[src/verilog/gss_pkg.sv]
// Shared constants for the gain and system status register block
package gss_pkg;
  localparam logic [4:0] GSS_ADDR_GAIN_STATUS = 5'h0A;
  localparam int GSS_NVM_ADDR_BIT = 4;
  localparam int GSS_GAIN0_BIT = 8;
  localparam int GSS_POR_BIT = 7;
  localparam int GSS_NVM_BIT = 6;
  localparam int GSS_REG_WIDTH = 16;
  localparam int GSS_REF_SEL_WIDTH = 2;
  localparam logic [1:0] GSS_REF_SEL_VDD = 2'h0;
  localparam logic GSS_POR_RESET = 1'b1;
  localparam logic GSS_GAIN_RESET = 1'b0;
  localparam logic [15:0] GSS_DATA_RESET = 16'h0000;
endpackage

[src/verilog/gss_stat_if.sv]
// Status flags passed between the register front end and the status keeper
`timescale 1ns/1ps
interface gss_stat_if;
  logic por_flag;
  logic nvm_flag;
  logic clr_por;
  modport regs (input por_flag, input nvm_flag, output clr_por);
  modport stat (output por_flag, output nvm_flag, input clr_por);
endinterface

[src/verilog/gss_status.sv]
// Keeps the reset-event flag and the nonvolatile-access flag
`timescale 1ns/1ps
module gss_status import gss_pkg::*; #(
  parameter bit HAS_NVM = 1'b1
) (
  input wire logic mclk_in,
  input wire logic rst_n_in,
  input wire logic ce_in,
  input wire logic brownout_event_in,
  input wire logic nvm_load_busy_in,
  input wire logic nvm_write_busy_in,
  gss_stat_if.stat bus
);
  logic event_meta;
  logic event_sync;
  logic next_por;
  logic next_nvm;

  ////////////////////////////////////////////////////////////////////////////
  // Brown-out arrives from the analogue side, so it is synchronised first
  always_ff @(posedge mclk_in or negedge rst_n_in) begin
    if (!rst_n_in) begin
      event_meta <= 1'b0;
      event_sync <= 1'b0;
    end else if (ce_in) begin
      event_meta <= brownout_event_in;
      event_sync <= event_meta;
    end
  end

  // An event in the clearing cycle wins, so a clear never drops a reset event
  assign next_por = event_sync ? 1'b1 : (bus.clr_por ? 1'b0 : bus.por_flag);

  generate
    if (HAS_NVM) begin : g_nvm
      assign next_nvm = nvm_load_busy_in | nvm_write_busy_in;
    end else begin : g_vol
      assign next_nvm = 1'b0;
    end
  endgenerate

  always_ff @(posedge mclk_in or negedge rst_n_in) begin
    if (!rst_n_in) begin
      bus.por_flag <= GSS_POR_RESET;
      bus.nvm_flag <= 1'b0;
    end else if (ce_in) begin
      bus.por_flag <= next_por;
      bus.nvm_flag <= next_nvm;
    end
  end
endmodule

[src/verilog/gss_regs.sv]
// Gain select and system status register with command front end
// Operation
// - Unimplemented bits, above the gain field and bits 5-0, read as zero.
// - On dual parts bit 9 selects gain for channel 1: one doubles.
// - Bit 8 selects gain for channel 0 on all parts: one doubles.
// - Supply-rail reference code forces that channel to unity gain.
// - Bit 7 is set by any reset event and powers up as one.
// - A read of this register clears bit 7 until the next event.
// - Bit 6 reads one during power-up load or nonvolatile write.
// - While bit 6 is one, only volatile-memory commands are accepted.
// - Volatile-only builds always read zero in bit 6.
// - Each channel has a two-bit reference field; code 00 is supply rail.
`timescale 1ns/1ps
module gss_regs import gss_pkg::*; #(
  parameter int NUM_CHAN = 2,
  parameter bit HAS_NVM = 1'b1
) (
  input wire logic mclk_in,
  input wire logic rst_n_in,
  input wire logic ce_in,
  input wire logic cmd_valid_in,
  input wire logic cmd_wr_in,
  input wire logic [4:0] cmd_addr_in,
  input wire logic [GSS_REG_WIDTH-1:0] cmd_wdata_in,
  input wire logic [GSS_REF_SEL_WIDTH*NUM_CHAN-1:0] ref_source_sel_in,
  input wire logic nvm_load_valid_in,
  input wire logic [NUM_CHAN-1:0] nvm_load_gain_in,
  input wire logic nvm_load_busy_in,
  input wire logic nvm_write_busy_in,
  input wire logic brownout_event_in,
  output logic cmd_ack_out,
  output logic cmd_refuse_out,
  output logic rd_valid_out,
  output logic [GSS_REG_WIDTH-1:0] rd_data_out,
  output logic [NUM_CHAN-1:0] gain_applied_out
);
  gss_stat_if stat_bus ();

  logic [NUM_CHAN-1:0] chan_gain_sel;
  logic [NUM_CHAN-1:0] next_gain_sel;
  logic [NUM_CHAN-1:0] next_gain_applied;
  logic [GSS_REG_WIDTH-1:0] read_word;
  logic [GSS_REG_WIDTH-1:0] gain_field;
  logic cmd_is_nvm;
  logic cmd_hit;
  logic cmd_refused;
  logic cmd_taken;
  logic reg_write;
  logic reg_read;

  gss_status #(.HAS_NVM(HAS_NVM)) u_status (
    .mclk_in(mclk_in),
    .rst_n_in(rst_n_in),
    .ce_in(ce_in),
    .brownout_event_in(brownout_event_in),
    .nvm_load_busy_in(nvm_load_busy_in),
    .nvm_write_busy_in(nvm_write_busy_in),
    .bus(stat_bus.stat)
  );

  ////////////////////////////////////////////////////////////////////////////
  // Command decode
  assign cmd_is_nvm = cmd_addr_in[GSS_NVM_ADDR_BIT];
  assign cmd_hit = cmd_addr_in == GSS_ADDR_GAIN_STATUS;
  // Nonvolatile addresses are turned away while the memory is busy
  assign cmd_refused = cmd_valid_in & cmd_is_nvm & stat_bus.nvm_flag;
  assign cmd_taken = cmd_valid_in & ~cmd_refused;
  assign reg_write = cmd_taken & cmd_wr_in & cmd_hit;
  assign reg_read = cmd_taken & ~cmd_wr_in & cmd_hit;
  // Only a read clears the reset-event flag; writes never touch it
  assign stat_bus.clr_por = reg_read & ce_in;

  // Read image: gain field, two flags, every other bit zero
  assign gain_field = GSS_REG_WIDTH'(chan_gain_sel) << GSS_GAIN0_BIT;
  assign read_word = gain_field
    | (GSS_REG_WIDTH'(stat_bus.por_flag) << GSS_POR_BIT)
    | (GSS_REG_WIDTH'(stat_bus.nvm_flag) << GSS_NVM_BIT);

  ////////////////////////////////////////////////////////////////////////////
  // Per-channel gain select and effective gain
  genvar ch;
  generate
    for (ch = 0; ch < NUM_CHAN; ch++) begin : g_chan
      logic [GSS_REF_SEL_WIDTH-1:0] ref_sel;
      assign ref_sel = ref_source_sel_in[ch*GSS_REF_SEL_WIDTH +: GSS_REF_SEL_WIDTH];
      // Host write lands after a same-cycle power-up load
      assign next_gain_sel[ch] = reg_write ? cmd_wdata_in[GSS_GAIN0_BIT+ch]
        : (nvm_load_valid_in ? nvm_load_gain_in[ch] : chan_gain_sel[ch]);
      // Doubling is meaningless on the supply rail, so it is masked there
      assign next_gain_applied[ch] = chan_gain_sel[ch] & (ref_sel != GSS_REF_SEL_VDD);
    end
  endgenerate

  ////////////////////////////////////////////////////////////////////////////
  always_ff @(posedge mclk_in or negedge rst_n_in) begin
    if (!rst_n_in) begin
      chan_gain_sel <= {NUM_CHAN{GSS_GAIN_RESET}};
      gain_applied_out <= {NUM_CHAN{GSS_GAIN_RESET}};
    end else if (ce_in) begin
      chan_gain_sel <= next_gain_sel;
      gain_applied_out <= next_gain_applied;
    end
  end

  always_ff @(posedge mclk_in or negedge rst_n_in) begin
    if (!rst_n_in) begin
      cmd_ack_out <= 1'b0;
      cmd_refuse_out <= 1'b0;
      rd_valid_out <= 1'b0;
      rd_data_out <= GSS_DATA_RESET;
    end else if (ce_in) begin
      cmd_ack_out <= cmd_taken;
      cmd_refuse_out <= cmd_refused;
      rd_valid_out <= reg_read;
      if (reg_read) begin
        rd_data_out <= read_word;
      end
    end
  end

  localparam logic [GSS_REG_WIDTH-1:0] IMPL_MASK = (GSS_REG_WIDTH'((1 << NUM_CHAN) - 1) << GSS_GAIN0_BIT)
    | (GSS_REG_WIDTH'(1) << GSS_POR_BIT) | (GSS_REG_WIDTH'(1) << GSS_NVM_BIT);
endmodule

[config.mk]
export PLATFORM = sky130hd
export DESIGN_NAME = gss_regs
export DESIGN_NICKNAME = d
export VERILOG_FILES = /design/src/verilog/gss_pkg.sv /design/src/verilog/gss_stat_if.sv /design/src/verilog/gss_status.sv /design/src/verilog/gss_regs.sv
export SDC_FILE = /design/constraint.sdc
export NUM_CORES = 1
export LEC_CHECK = 0
export ABC_AREA = 1
export CAP_MARGIN = 20
export CORE_ASPECT_RATIO = 0.9
export CORE_UTILIZATION = 50
export DETAILED_ROUTE_END_ITERATION = 7
export DONT_BUFFER_PORTS = 1
export GPL_TIMING_DRIVEN = 0
export PLACE_DENSITY = 0.7
export SLEW_MARGIN = 20
export SYNTH_ARGS = -nofsm -noshare
export SYNTH_HDL_FRONTEND = slang
export SYNTH_HIERARCHICAL = 1
export SYNTH_SLANG_ARGS = --single-unit
[constraint.sdc]
create_clock -name mclk_in -period 1.1 [get_ports mclk_in]
set_input_delay 0.165 -clock mclk_in [delete_from_list [all_inputs] [get_ports mclk_in]]
set_output_delay 0.165 -clock mclk_in [all_outputs]
set_load 0.02 [all_outputs]
=== Yosys cells after proc, flatten, opt, wreduce, memory -nomap -nowiden ===
Index checks and enable logic that the tools add are counted.

* Latch bits: 0
* Output and inout bits: 21
* Bits in read-only memories: 0
* Word-level logic and storage cells: 39
* Memories kept: 0
* Bits in writable memories: 0
* Register bits after elaboration: 27
* Input port bits: 36

* Equal/unequal tests: 1
* Add/sub/neg operators: 0
* Divide/modulo/power cells: 0
* Magnitude comparators: 0
* Bitwise gates (word level): 15
* Multipliers: 0
* Reduce and logical (&&, ||, !) cells: 7
* Muxes and demuxes: 6
* Shift operators: 0

{| class="wikitable"
|+ Operators by type and width
! kind !! number
|-
| 1-bit bitwise AND || 10
|-
| 10-bit by 7-bit OR with 10-bit output || 1
|-
| 10-bit by 8-bit OR with 10-bit output || 1
|-
| 2-bit nonzero test || 4
|-
| 1-bit 2-to-1 mux || 6
|-
| 2-bit AND reduction || 3
|-
| 5-bit by 4-bit equality test with 1-bit output, second input constant || 1
|-
| 1-bit inverter || 2
|-
| 1-bit OR || 1
|}

=== Longest topological paths before layout ===
Gate-level depths: netlist of run 1.

* Word-level depth: 9
* Gate-level depth with buffers: 8
* Depth with buffers taken out: 8

=== Modules after synthesis ===
The synthesis of run 1 kept the hierarchy.

{| class="wikitable"
|+ By module, submodules not included
! module !! cells each !! area each (µm²) !! instances
|-
| gss_regs || 80 || 679.4 || 1
|-
| gss_status || 17 || 153.9 || 1
|}

=== Worst setup path after synthesis of run 1 ===
Ideal clock, no wire load.

* Path type: register to register
* Start: register u_status.bus.nvm_flag
* End: register chan_gain_sel[0]
* Stages on the path, launching flop included: 9
* Arrival: 921 ps
* Slack: 62 ps
* Setup time: 116 ps
* Data required time: 984 ps
* Period minus slack after synthesis: 1,038 ps
* Cells stage by stage: dfrtp_1 nand2_2 nand2_4 nor2_4 nand2_4 nand2_1 nand2_1 nand2_1 nand2_1

* Word-level cells in the longest chain between the ends: 7
* Elaborated cells between the ends (all ways): 8

{| class="wikitable"
|+ Ends and longest elaborated chain
! item !! line !! text
|-
| start: declaration || gss_stat_if.sv:8 || <nowiki>modport stat (output por_flag, output nvm_flag, input clr_por);</nowiki>
|-
| start signal: assignment || gss_status.sv:48 || <nowiki>bus.nvm_flag <= next_nvm;</nowiki>
|-
| 1-bit bitwise AND (*) || gss_regs.sv:66 || <nowiki>assign cmd_refused = cmd_valid_in & cmd_is_nvm & stat_bus.nvm_flag;</nowiki>
|-
| 1-bit inverter (*) || gss_regs.sv:67 || <nowiki>assign cmd_taken = cmd_valid_in & ~cmd_refused;</nowiki>
|-
| 1-bit bitwise AND (*) || gss_regs.sv:67 ||
|-
| 1-bit bitwise AND (*) (2 in a row) || gss_regs.sv:68 || <nowiki>assign reg_write = cmd_taken & cmd_wr_in & cmd_hit;</nowiki>
|-
| 2-bit nonzero test (no source line) || -- ||
|-
| 2-bit AND reduction (no source line) || -- ||
|-
| end signal: assignment || gss_regs.sv:97 || <nowiki>chan_gain_sel <= {NUM_CHAN{GSS_GAIN_RESET}};</nowiki>
|-
| end signal: assignment || gss_regs.sv:100 || <nowiki>chan_gain_sel <= next_gain_sel;</nowiki>
|-
| end: declaration || gss_regs.sv:39 || <nowiki>logic [NUM_CHAN-1:0] chan_gain_sel;</nowiki>
|}

Mark *: on every way between the ends. The rest lies on a longest branch, timed or not.
A chain may end at the register's enable or synchronous reset.

=== Worst setup path after layout of run 1 ===
* Start: register u_status.bus.nvm_flag
* End: register u_status.bus.por_flag

* Word-level cells in the longest chain between the ends: 8

{| class="wikitable"
|+ Ends and longest elaborated chain
! item !! line !! text
|-
| 1-bit bitwise AND || gss_regs.sv:66 ||
|-
| 1-bit inverter || gss_regs.sv:67 ||
|-
| 1-bit bitwise AND || gss_regs.sv:67 ||
|-
| 1-bit bitwise AND (2 in a row) || gss_regs.sv:69 || <nowiki>assign reg_read = cmd_taken & ~cmd_wr_in & cmd_hit;</nowiki>
|-
| 1-bit bitwise AND || gss_regs.sv:71 || <nowiki>assign stat_bus.clr_por = reg_read & ce_in;</nowiki>
|-
| named net stat_bus.clr_por || gss_stat_if.sv:6 || <nowiki>logic clr_por;</nowiki>
|-
| 2-bit nonzero test (no source line) || -- ||
|-
| 2-bit AND reduction (no source line) || -- ||
|-
| end signal: assignment || gss_status.sv:47 || <nowiki>bus.por_flag <= next_por;</nowiki>
|-
| end: declaration || gss_stat_if.sv:8 ||
|}

The timed path passes the listed nets, and every way through them passes these cells.

==> impl_results.md, run 1 <==
* Peak Freq at just under 0.9 GHz
* Worst hold path type: in2reg
* Worst reg2reg setup slack at -0.03 ns
* Worst VDD drop at approximately 900 uV
* Worst EP arrival at roughly 1.3 ns
* DR WL/cell at a little over 10 um
* Layout Skew at around 0.00034 ns
* Register area share after synthesis at 45.20%
* Crit-path slowest cell: dfrtp_1
* IO Count at 57
* Failing checks: negative setup slack
* Pwr Density at around 1200 nW/um2
* Mapped Cells at 97
* H-tree depth at 1
* Placer Congestion at 0.7131
* Min cycle time layout at around 1.1 ns
* Fin util at between 60% and 70%
* Clock Pin Slew Worst Setup and Hold Paths at approximately 0.080 ns
* WHS Endpoint: u_status/event_sync$_DFFE_PN0P_
* Port buffer count at 0
* Hold path startpoint: ce_in
* Post-DRT Antenna Nets at 0
* Routed wl met3 at about 100 um
* Drt total wl at around 1.4 mm
* Setup violators final at 3
* TritonCTS clock tree: yes
* Kind of critical path: reg2reg
* Row count at 13
* CP Data Required Time at 1.31 ns
* Chip height at between 40 and 50 um
* Crit path cell chain: nand2_2, nand2_4, nor2_4, nand3_4, clkinv_4, nand2_4, nand2_2, o21ai_2
* Final period utilization at 102.4%
* Leak at 0.0005645 uW
* Vias post-DR at roughly 610
* Worst Setup End Kind: register
* Max Cap Viol at 0
* Pre-Repair DR Iteration Count at 4
* Clk root buf: clkbuf_4
* Slew Limit Fails at 0
* CTS Buffer Depth at 2
* First-pass GRT wire length at between 2 and 2.5 mm
* DP Wirelength at around 1.1 mm
* Uppermost layer routed: met3
* 1st-iter DRT viols at 11
* Detailed-route DRC error count at 0
* Worst R2R Start: u_status/bus.nvm_flag$_DFFE_PN0P_
* Layout cells sized above 1 at ~35%
* Crit Reg-Reg Endpoint: u_status/bus.por_flag$_DFFE_PN1P_
* Area Overhead vs Synth at 19.52%
* DRT met1 WL at between 500 and 600 um
* Total CTS buffers at 3
* Core ar. at about 1500 um2
* Reg2reg path depth at 8
* Via-per-instance ratio at 4.384
* Initial core utilization at between 50% and 60%
* Biggest fanout along the worst timing path at 6
* Status: finished with violations
* Die area at between 1500 and 2000 um2
* Setup WS post-layout at -0.02604 ns
* Slew headroom at between 50% and 60%
* FF+latch count, synth at 15
* Vias in the first global route at slightly below 600
* Synth warn at 6
* All-Layer GR Usage at about a fifth
* Hold Fails Final Rpt at 0
* Initial antenna violation count at 0
* Chip width at 45.03 um
* Top Family by Delay on Critical Path: simple AND/OR/NAND/NOR gates
* Avg Inst Size Synth at roughly 8.6 um2
* Tot Pwr at ~1200 uW
* Largest net degree at the start of global routing at 16
* Hold path cells at 2
* Least-Margin Pin Slew at 0.6482 ns
* Slowest stage delay, CP at 0.41 ns
* Netlist cell types at 18
* Clock sink count at 15
* Nature of the critical path startpoint: register
* Total gr overflow at 0
* Cell area after synthesis at 833.3 um2
* RSZ-0062 raised after global routing: yes
* Met2 wire length at 715 um
* Buf/Inv on CP at 1
* Clk Latency, worst-skew pair at between 0.2 and 0.3 ns
* # diodes at 0
* Layout Nets at between 150 and 200
[stage by stage]
stage	cell area [um2]	setup WS [ns]	instances	hold slack, ns	TNS, ns
finish	996.0	-0.02604	138	0.01639	-0.03727
global placement	902.1	-0.003621	130	-0.1303	-0.006364
floorplan	874.6	0.06243	108	-0.1306	0
detailed placement	902.1	-0.02629	130	-0.1303	-0.07093
global route	996.0	-0.1102	138	0.0008820	-0.5071
CTS	969.7	-0.02904	138	0.01446	-0.07603
[worst max-delay path by stage]
stage / end / start / depth (start not counted)
finish: u_status/bus.por_flag$_DFFE_PN1P_ / u_status/bus.nvm_flag$_DFFE_PN0P_ / 8
global route: u_status/bus.por_flag$_DFFE_PN1P_ / u_status/bus.nvm_flag$_DFFE_PN0P_ / 8
CTS: chan_gain_sel[0]$_DFFE_PN0P_ / u_status/bus.nvm_flag$_DFFE_PN0P_ / 8
detailed placement: chan_gain_sel[0]$_DFFE_PN0P_ / u_status/bus.nvm_flag$_DFFE_PN0P_ / 8
global placement: chan_gain_sel[1]$_DFFE_PN0P_ / u_status/bus.nvm_flag$_DFFE_PN0P_ / 8
floorplan: chan_gain_sel[0]$_DFFE_PN0P_ / u_status/bus.nvm_flag$_DFFE_PN0P_ / 8
[area by class of cell]
cell class | instances | area, um2
Multi-Input combinational cell | 72 | 399.1
Sequential cell | 15 | 376.6
Buffer | 12 | 90.09
Clock buffer | 4 | 26.28
Timing Repair Buffer | 4 | 37.54
Inverter | 9 | 38.79
Tap cell | 22 | 27.53
Fill cell | 147 | 500.5
[where the power goes]
group | internal, uW | total, uW | switching [uW]
Clock | 141 | 301 | 160
Sequential | 599 | 666 | 67.3
Combinational | 81.2 | 203 | 122
[Yosys cell counts]
library cell  number  share of area [%]
dfrtp_1           14                 42
nand3_4            1                2.1
clkinv_2           1               0.60
inv_2              5                2.3
nand3_1            2                1.2
inv_1              3                1.4
nand3_2            1                1.2
nand2_1           39                 18
buf_4             12                 11
nand2_2            1               0.75
dfstp_2            1                3.2
nor2_8             1                2.4
a21oi_4            1                2.0
o21ai_0            8                4.8
nor2_4             2                2.7
nand2_4            3                4.1
o21ai_1            1               0.60
conb_1             1               0.45
[cell families after synthesis]
group	share of synthesized area, %
flip-flops	45.20
other	0.4500
AO/OA/AOI/OAI	7.358
buffers and inverters	15.02
AND/OR/NAND/NOR	31.98
[flip-flops by register name (all words and copies together) (netlist names)]
signal	flops
cmd_ack_out	1
gain_applied_out	2
u_status/bus.nvm_flag	1
chan_gain_sel	2
cmd_refuse_out	1
u_status/bus.por_flag	1
u_status/event_sync	1
rd_valid_out	1
u_status/event_meta	1
rd_data_out	4
[layer usage]
layer  vias up  GRT usage (%)
met3         0          7.048
met2        25          35.51
met1       269          20.00
met4         0          4.545
met5         -              0
li1        311              -
[cells in the final DEF (no fill, tap or decap), drive strengths merged]
| cell | count |
|---|---|
| inv | 8 |
| dfrtp | 14 |
| clkinv | 1 |
| buf | 13 |
| dlygate4sd3 | 3 |
| nor2 | 3 |
| nand3 | 4 |
| conb | 12 |
| a21oi | 1 |
| clkbuf | 4 |
| dfstp | 1 |
| o21ai | 9 |
| nand2 | 43 |
[what timing repair did]
action / 4_1_cts / 5_1_grt
pin swaps: 0 / 5
cloned: 0 / 0
hold buffers: 3 / 0
endpoints found under the setup margin: 3 / 7
setup buffers: 1 / 0
endpoints found under the hold margin: 18 / 0
resized for setup: 1 / 9
(Power assumes the default switching activity.)
==> run 2: changes to the inputs <==
--- a/config.mk
+++ b/config.mk
@@ -7,7 +7,6 @@
 export LEC_CHECK = 0
 export ABC_AREA = 1
 export CAP_MARGIN = 20
-export CORE_ASPECT_RATIO = 0.9
 export CORE_UTILIZATION = 50
 export DETAILED_ROUTE_END_ITERATION = 7
 export DONT_BUFFER_PORTS = 1
==> run 2 against run 1 <==
Effect of this change:
- global-route usage down 2.3 points
- die area about the same
- non-clock buffer count up 5
- sequential power about the same
- highest routed layer unchanged
- cell count down 0.72%
- critical path depth unchanged
- total power up 1.6%
- the run still ends with negative setup slack left
- sequential cell count unchanged
- wire length up 4.9%
==> impl_results.md, run 2 (synthesis results as in run 1) <==
* Status: finished with violations
* Failing checks: negative setup slack
* Crit-path slowest cell: dfrtp_1
* 1st-iter DRT viols at 11 (unchanged)
* Clock Pin Slew Worst Setup and Hold Paths at 0.08 ns (about the same)
* Worst EP arrival at 1.33 ns (about the same)
* Slew headroom at 56.61% (about the same)
* Die area at 1834 um2 (about the same)
* Via-per-instance ratio at 4.628 (+5.6%)
* RSZ-0062 raised after global routing: yes
* Total gr overflow at 0 (unchanged)
* Largest register FFs at 4 (unchanged)
* Area Overhead vs Synth at 22.37%
* All-Layer GR Usage at 16.40% (-2.3 points)
* First-pass GRT wire length at 2.221 mm (-4.5%)
* CP endpoint: chan_gain_sel[1]$_DFFE_PN0P_
* Clock share of power at 25.6% (about the same)
* Detailed-route DRC error count at 0 (unchanged)
* Pre-Repair DR Iteration Count at 4 (unchanged)
* Initial core utilization at 54.68% (-1.0 points)
* H-tree depth at 1 (unchanged)
* IO Count at 57 (unchanged)
* Port buffer count at 0 (unchanged)
* Instance count on the critical path at 8 (unchanged)
* DP Wirelength at 1.018 mm (-6.6%)
* Hold path startpoint: ce_in
* Drt total wl at 1.486 mm (+4.9%)
* Worst Setup End Kind: register
* Leak at 0.0005785 uW (+2.5%)
* Post-DRT Antenna Nets at 0 (unchanged)
* Largest regs: rd_data_out (4), chan_gain_sel (2), gain_applied_out (2)
* Worst VDD drop at 695.9 uV (-21%)
* Multi-input gate area at 387.9 um2 (-2.8%)
* Finished Layout Cells at 137 (-0.72%)
* Hold Fails Final Rpt at 0 (unchanged)
* Placer Congestion at 0.7140 (+0.13%)
* Combinational power share at 18.4% (+1.0 points)
* Peak Freq at 0.8646 GHz (-2.6%)
* Setup WS post-layout at -0.05656 ns (-0.03052 ns)
* Seq pwr share at 56.0% (-0.9 points)
* Nature of the critical path startpoint: register
* Tot Pwr at 1189 uW (+1.6%)
* Vias post-DR at 634 (+4.8%)
* Reg2reg path depth at 8 (unchanged)
* Setup tns final at -0.1125 ns (-0.07518 ns)
* Commonest cells after routing, fill and taps aside: nand2_1 (33), buf_4 (16), dfrtp_1 (14)
* CTS Buffer Depth at 2 (unchanged)
* # diodes at 0 (unchanged)
* Largest net degree at the start of global routing at 16 (unchanged)
* TritonCTS clock tree: yes
* Chip height at 42.83 um (+5.1%)
* Switching portion of total power at 29.98% (+0.10 points)
* Initial antenna violation count at 0 (unchanged)
* Final period utilization at 105.1% (+2.8 points)
* Top reg by flops: rd_data_out
* Worst reg2reg setup slack at -0.06 ns (-0.03 ns)
* Total CTS buffers at 3 (unchanged)
* FF/Latch Area at 376.6 um2 (unchanged)
* Chip width at 42.83 um (-4.9%)
* Crit path cell chain: nand2_2, nand2_4, nor2_4, nand2_4, nand2_1, nand2_1, nand2_1, nand2_1
* Crit path from: u_status/bus.nvm_flag$_DFFE_PN0P_
* Slew Limit Fails at 0 (unchanged)
* Clk root buf: clkbuf_4
* CP Data Required Time at 1.28 ns (-0.03 ns)
* Core ar. at 1524 um2 (+1.8%)
* Crit Reg-Reg Endpoint: chan_gain_sel[1]$_DFFE_PN0P_
* Row count at 14 (+1)
* Fin util at 66.91% (+0.36 points)
* Cell-internal power at 832.4 uW (+1.5%)
* Worst R2R Start: u_status/bus.nvm_flag$_DFFE_PN0P_
* Setup WS pre-CTS at -0.02757 ns (-0.001274 ns)
* Least-Margin Pin Slew at 0.6488 ns (+0.0005495 ns)
* Layout cells sized above 1 at 34.71% (-0.63 points)
* Setup violators final at 3 (unchanged)
* Kind of critical path: reg2reg
* Vias in the first global route at 537 (-7.1%)
* Layout Nets at 158 (+3.3%)
* Min cycle time layout at 1.157 ns (+0.03052 ns)
* Inst Count DP at 124 (-4.6%)
* Psw at 356.4 uW (+2.0%)
* Layout Skew at 0.001227 ns (+0.0008842 ns)
* Clock sink count at 15 (unchanged)
* Max Cap Viol at 0 (unchanged)
* Slowest stage delay, CP at 0.41 ns (about the same)
* Most common cell after layout, fill and taps aside: nand2_1
* DR WL/cell at 10.85 um (+5.7%)
* Biggest fanout along the worst timing path at 4 (-2)
* Filler cells at 138 (-6.1%)
* Clk Latency, worst-skew pair at 0.28 ns (about the same)
* Most used cell, CP: nand2_1
* Worst hold path type: in2reg
* Buf/Inv on CP at 0 (-1)
* Pwr Density at 1166 nW/um2 (-0.76%)
* Top Family by Delay on Critical Path: simple AND/OR/NAND/NOR gates
## run 2: changes by cell type in the layout (fill, tap and decap cells not counted)
cell,previous run,this run
buf_4,13,16
dlygate4sd3_1,3,5
nand2_1,32,33
nand2_4,4,3
o21ai_1,0,1
o21ai_2,1,0
## run 2: metrics by stage
step           hold WS, ns  cell area [um2]
2_1_floorplan      -0.1306            874.6
3_3_place_gp       -0.1303            894.6
3_5_place_dp       -0.1303            894.6
4_1_cts           0.006591            974.7
5_1_grt         0.00008385             1020
6_report           0.01239             1020
## run 2: area by class of cell
type | instances | area share [%]
Sequential cell | 15 | 36.93
Clock buffer | 4 | 2.577
Timing Repair Buffer | 9 | 7.853
Inverter | 9 | 3.804
Buffer | 12 | 8.834
Tap cell | 16 | 1.963
Multi-Input combinational cell | 72 | 38.04
## run 2: how the worst min path moves through the flow
stage | end | slack (ns) | cells after the start
finish | u_status/event_sync$_DFFE_PN0P_ | 0.01 | 2
global placement | rd_valid_out$_DFFE_PN0P_ | -0.13 | 0
global route | u_status/event_sync$_DFFE_PN0P_ | 0.00008 | 2
CTS | u_status/bus.por_flag$_DFFE_PN1P_ | 0.007 | 3
floorplan | chan_gain_sel[0]$_DFFE_PN0P_ | -0.13 | 0
detailed placement | rd_valid_out$_DFFE_PN0P_ | -0.13 | 0
## run 2: power groups by stage
stage	registers (uW)	logic [uW]	clock network, uW
2_1_floorplan	667	160	0
3_3_place_gp	675	168	0
3_5_place_dp	675	172	0
4_1_cts	664	203	314
5_1_grt	670	243	338
6_report	665	219	304
## run 2: repair_timing
action / 4_1_cts / 5_1_grt
cloned: 0 / 0
buffers inserted: 2 / 2
gates resized for setup: 3 / 4
hold endpoints to repair: 18 / 1
endpoints found under the setup margin: 3 / 6
pin swaps: 5 / 4
hold buffers: 3 / 2
## run 2: layer usage
metal	vias to the layer above	GRT usage, %	routed length, um	part of all wire [%]
met1	285	18.80	546	37
li1	322	-	-	-
met5	-	0	0	0
met3	0	8.936	112	7.5
met4	0	3.750	0	0
met2	27	26.67	826	56
## run 2: worst register-to-register path: stages, from the launching register on
cell	delay [ns]
dfrtp_1	0.41
nand2_2	0.11
nand2_4	0.08
nor2_4	0.13
nand2_4	0.09
nand2_1	0.07
nand2_1	0.06
nand2_1	0.07
nand2_1	0.04
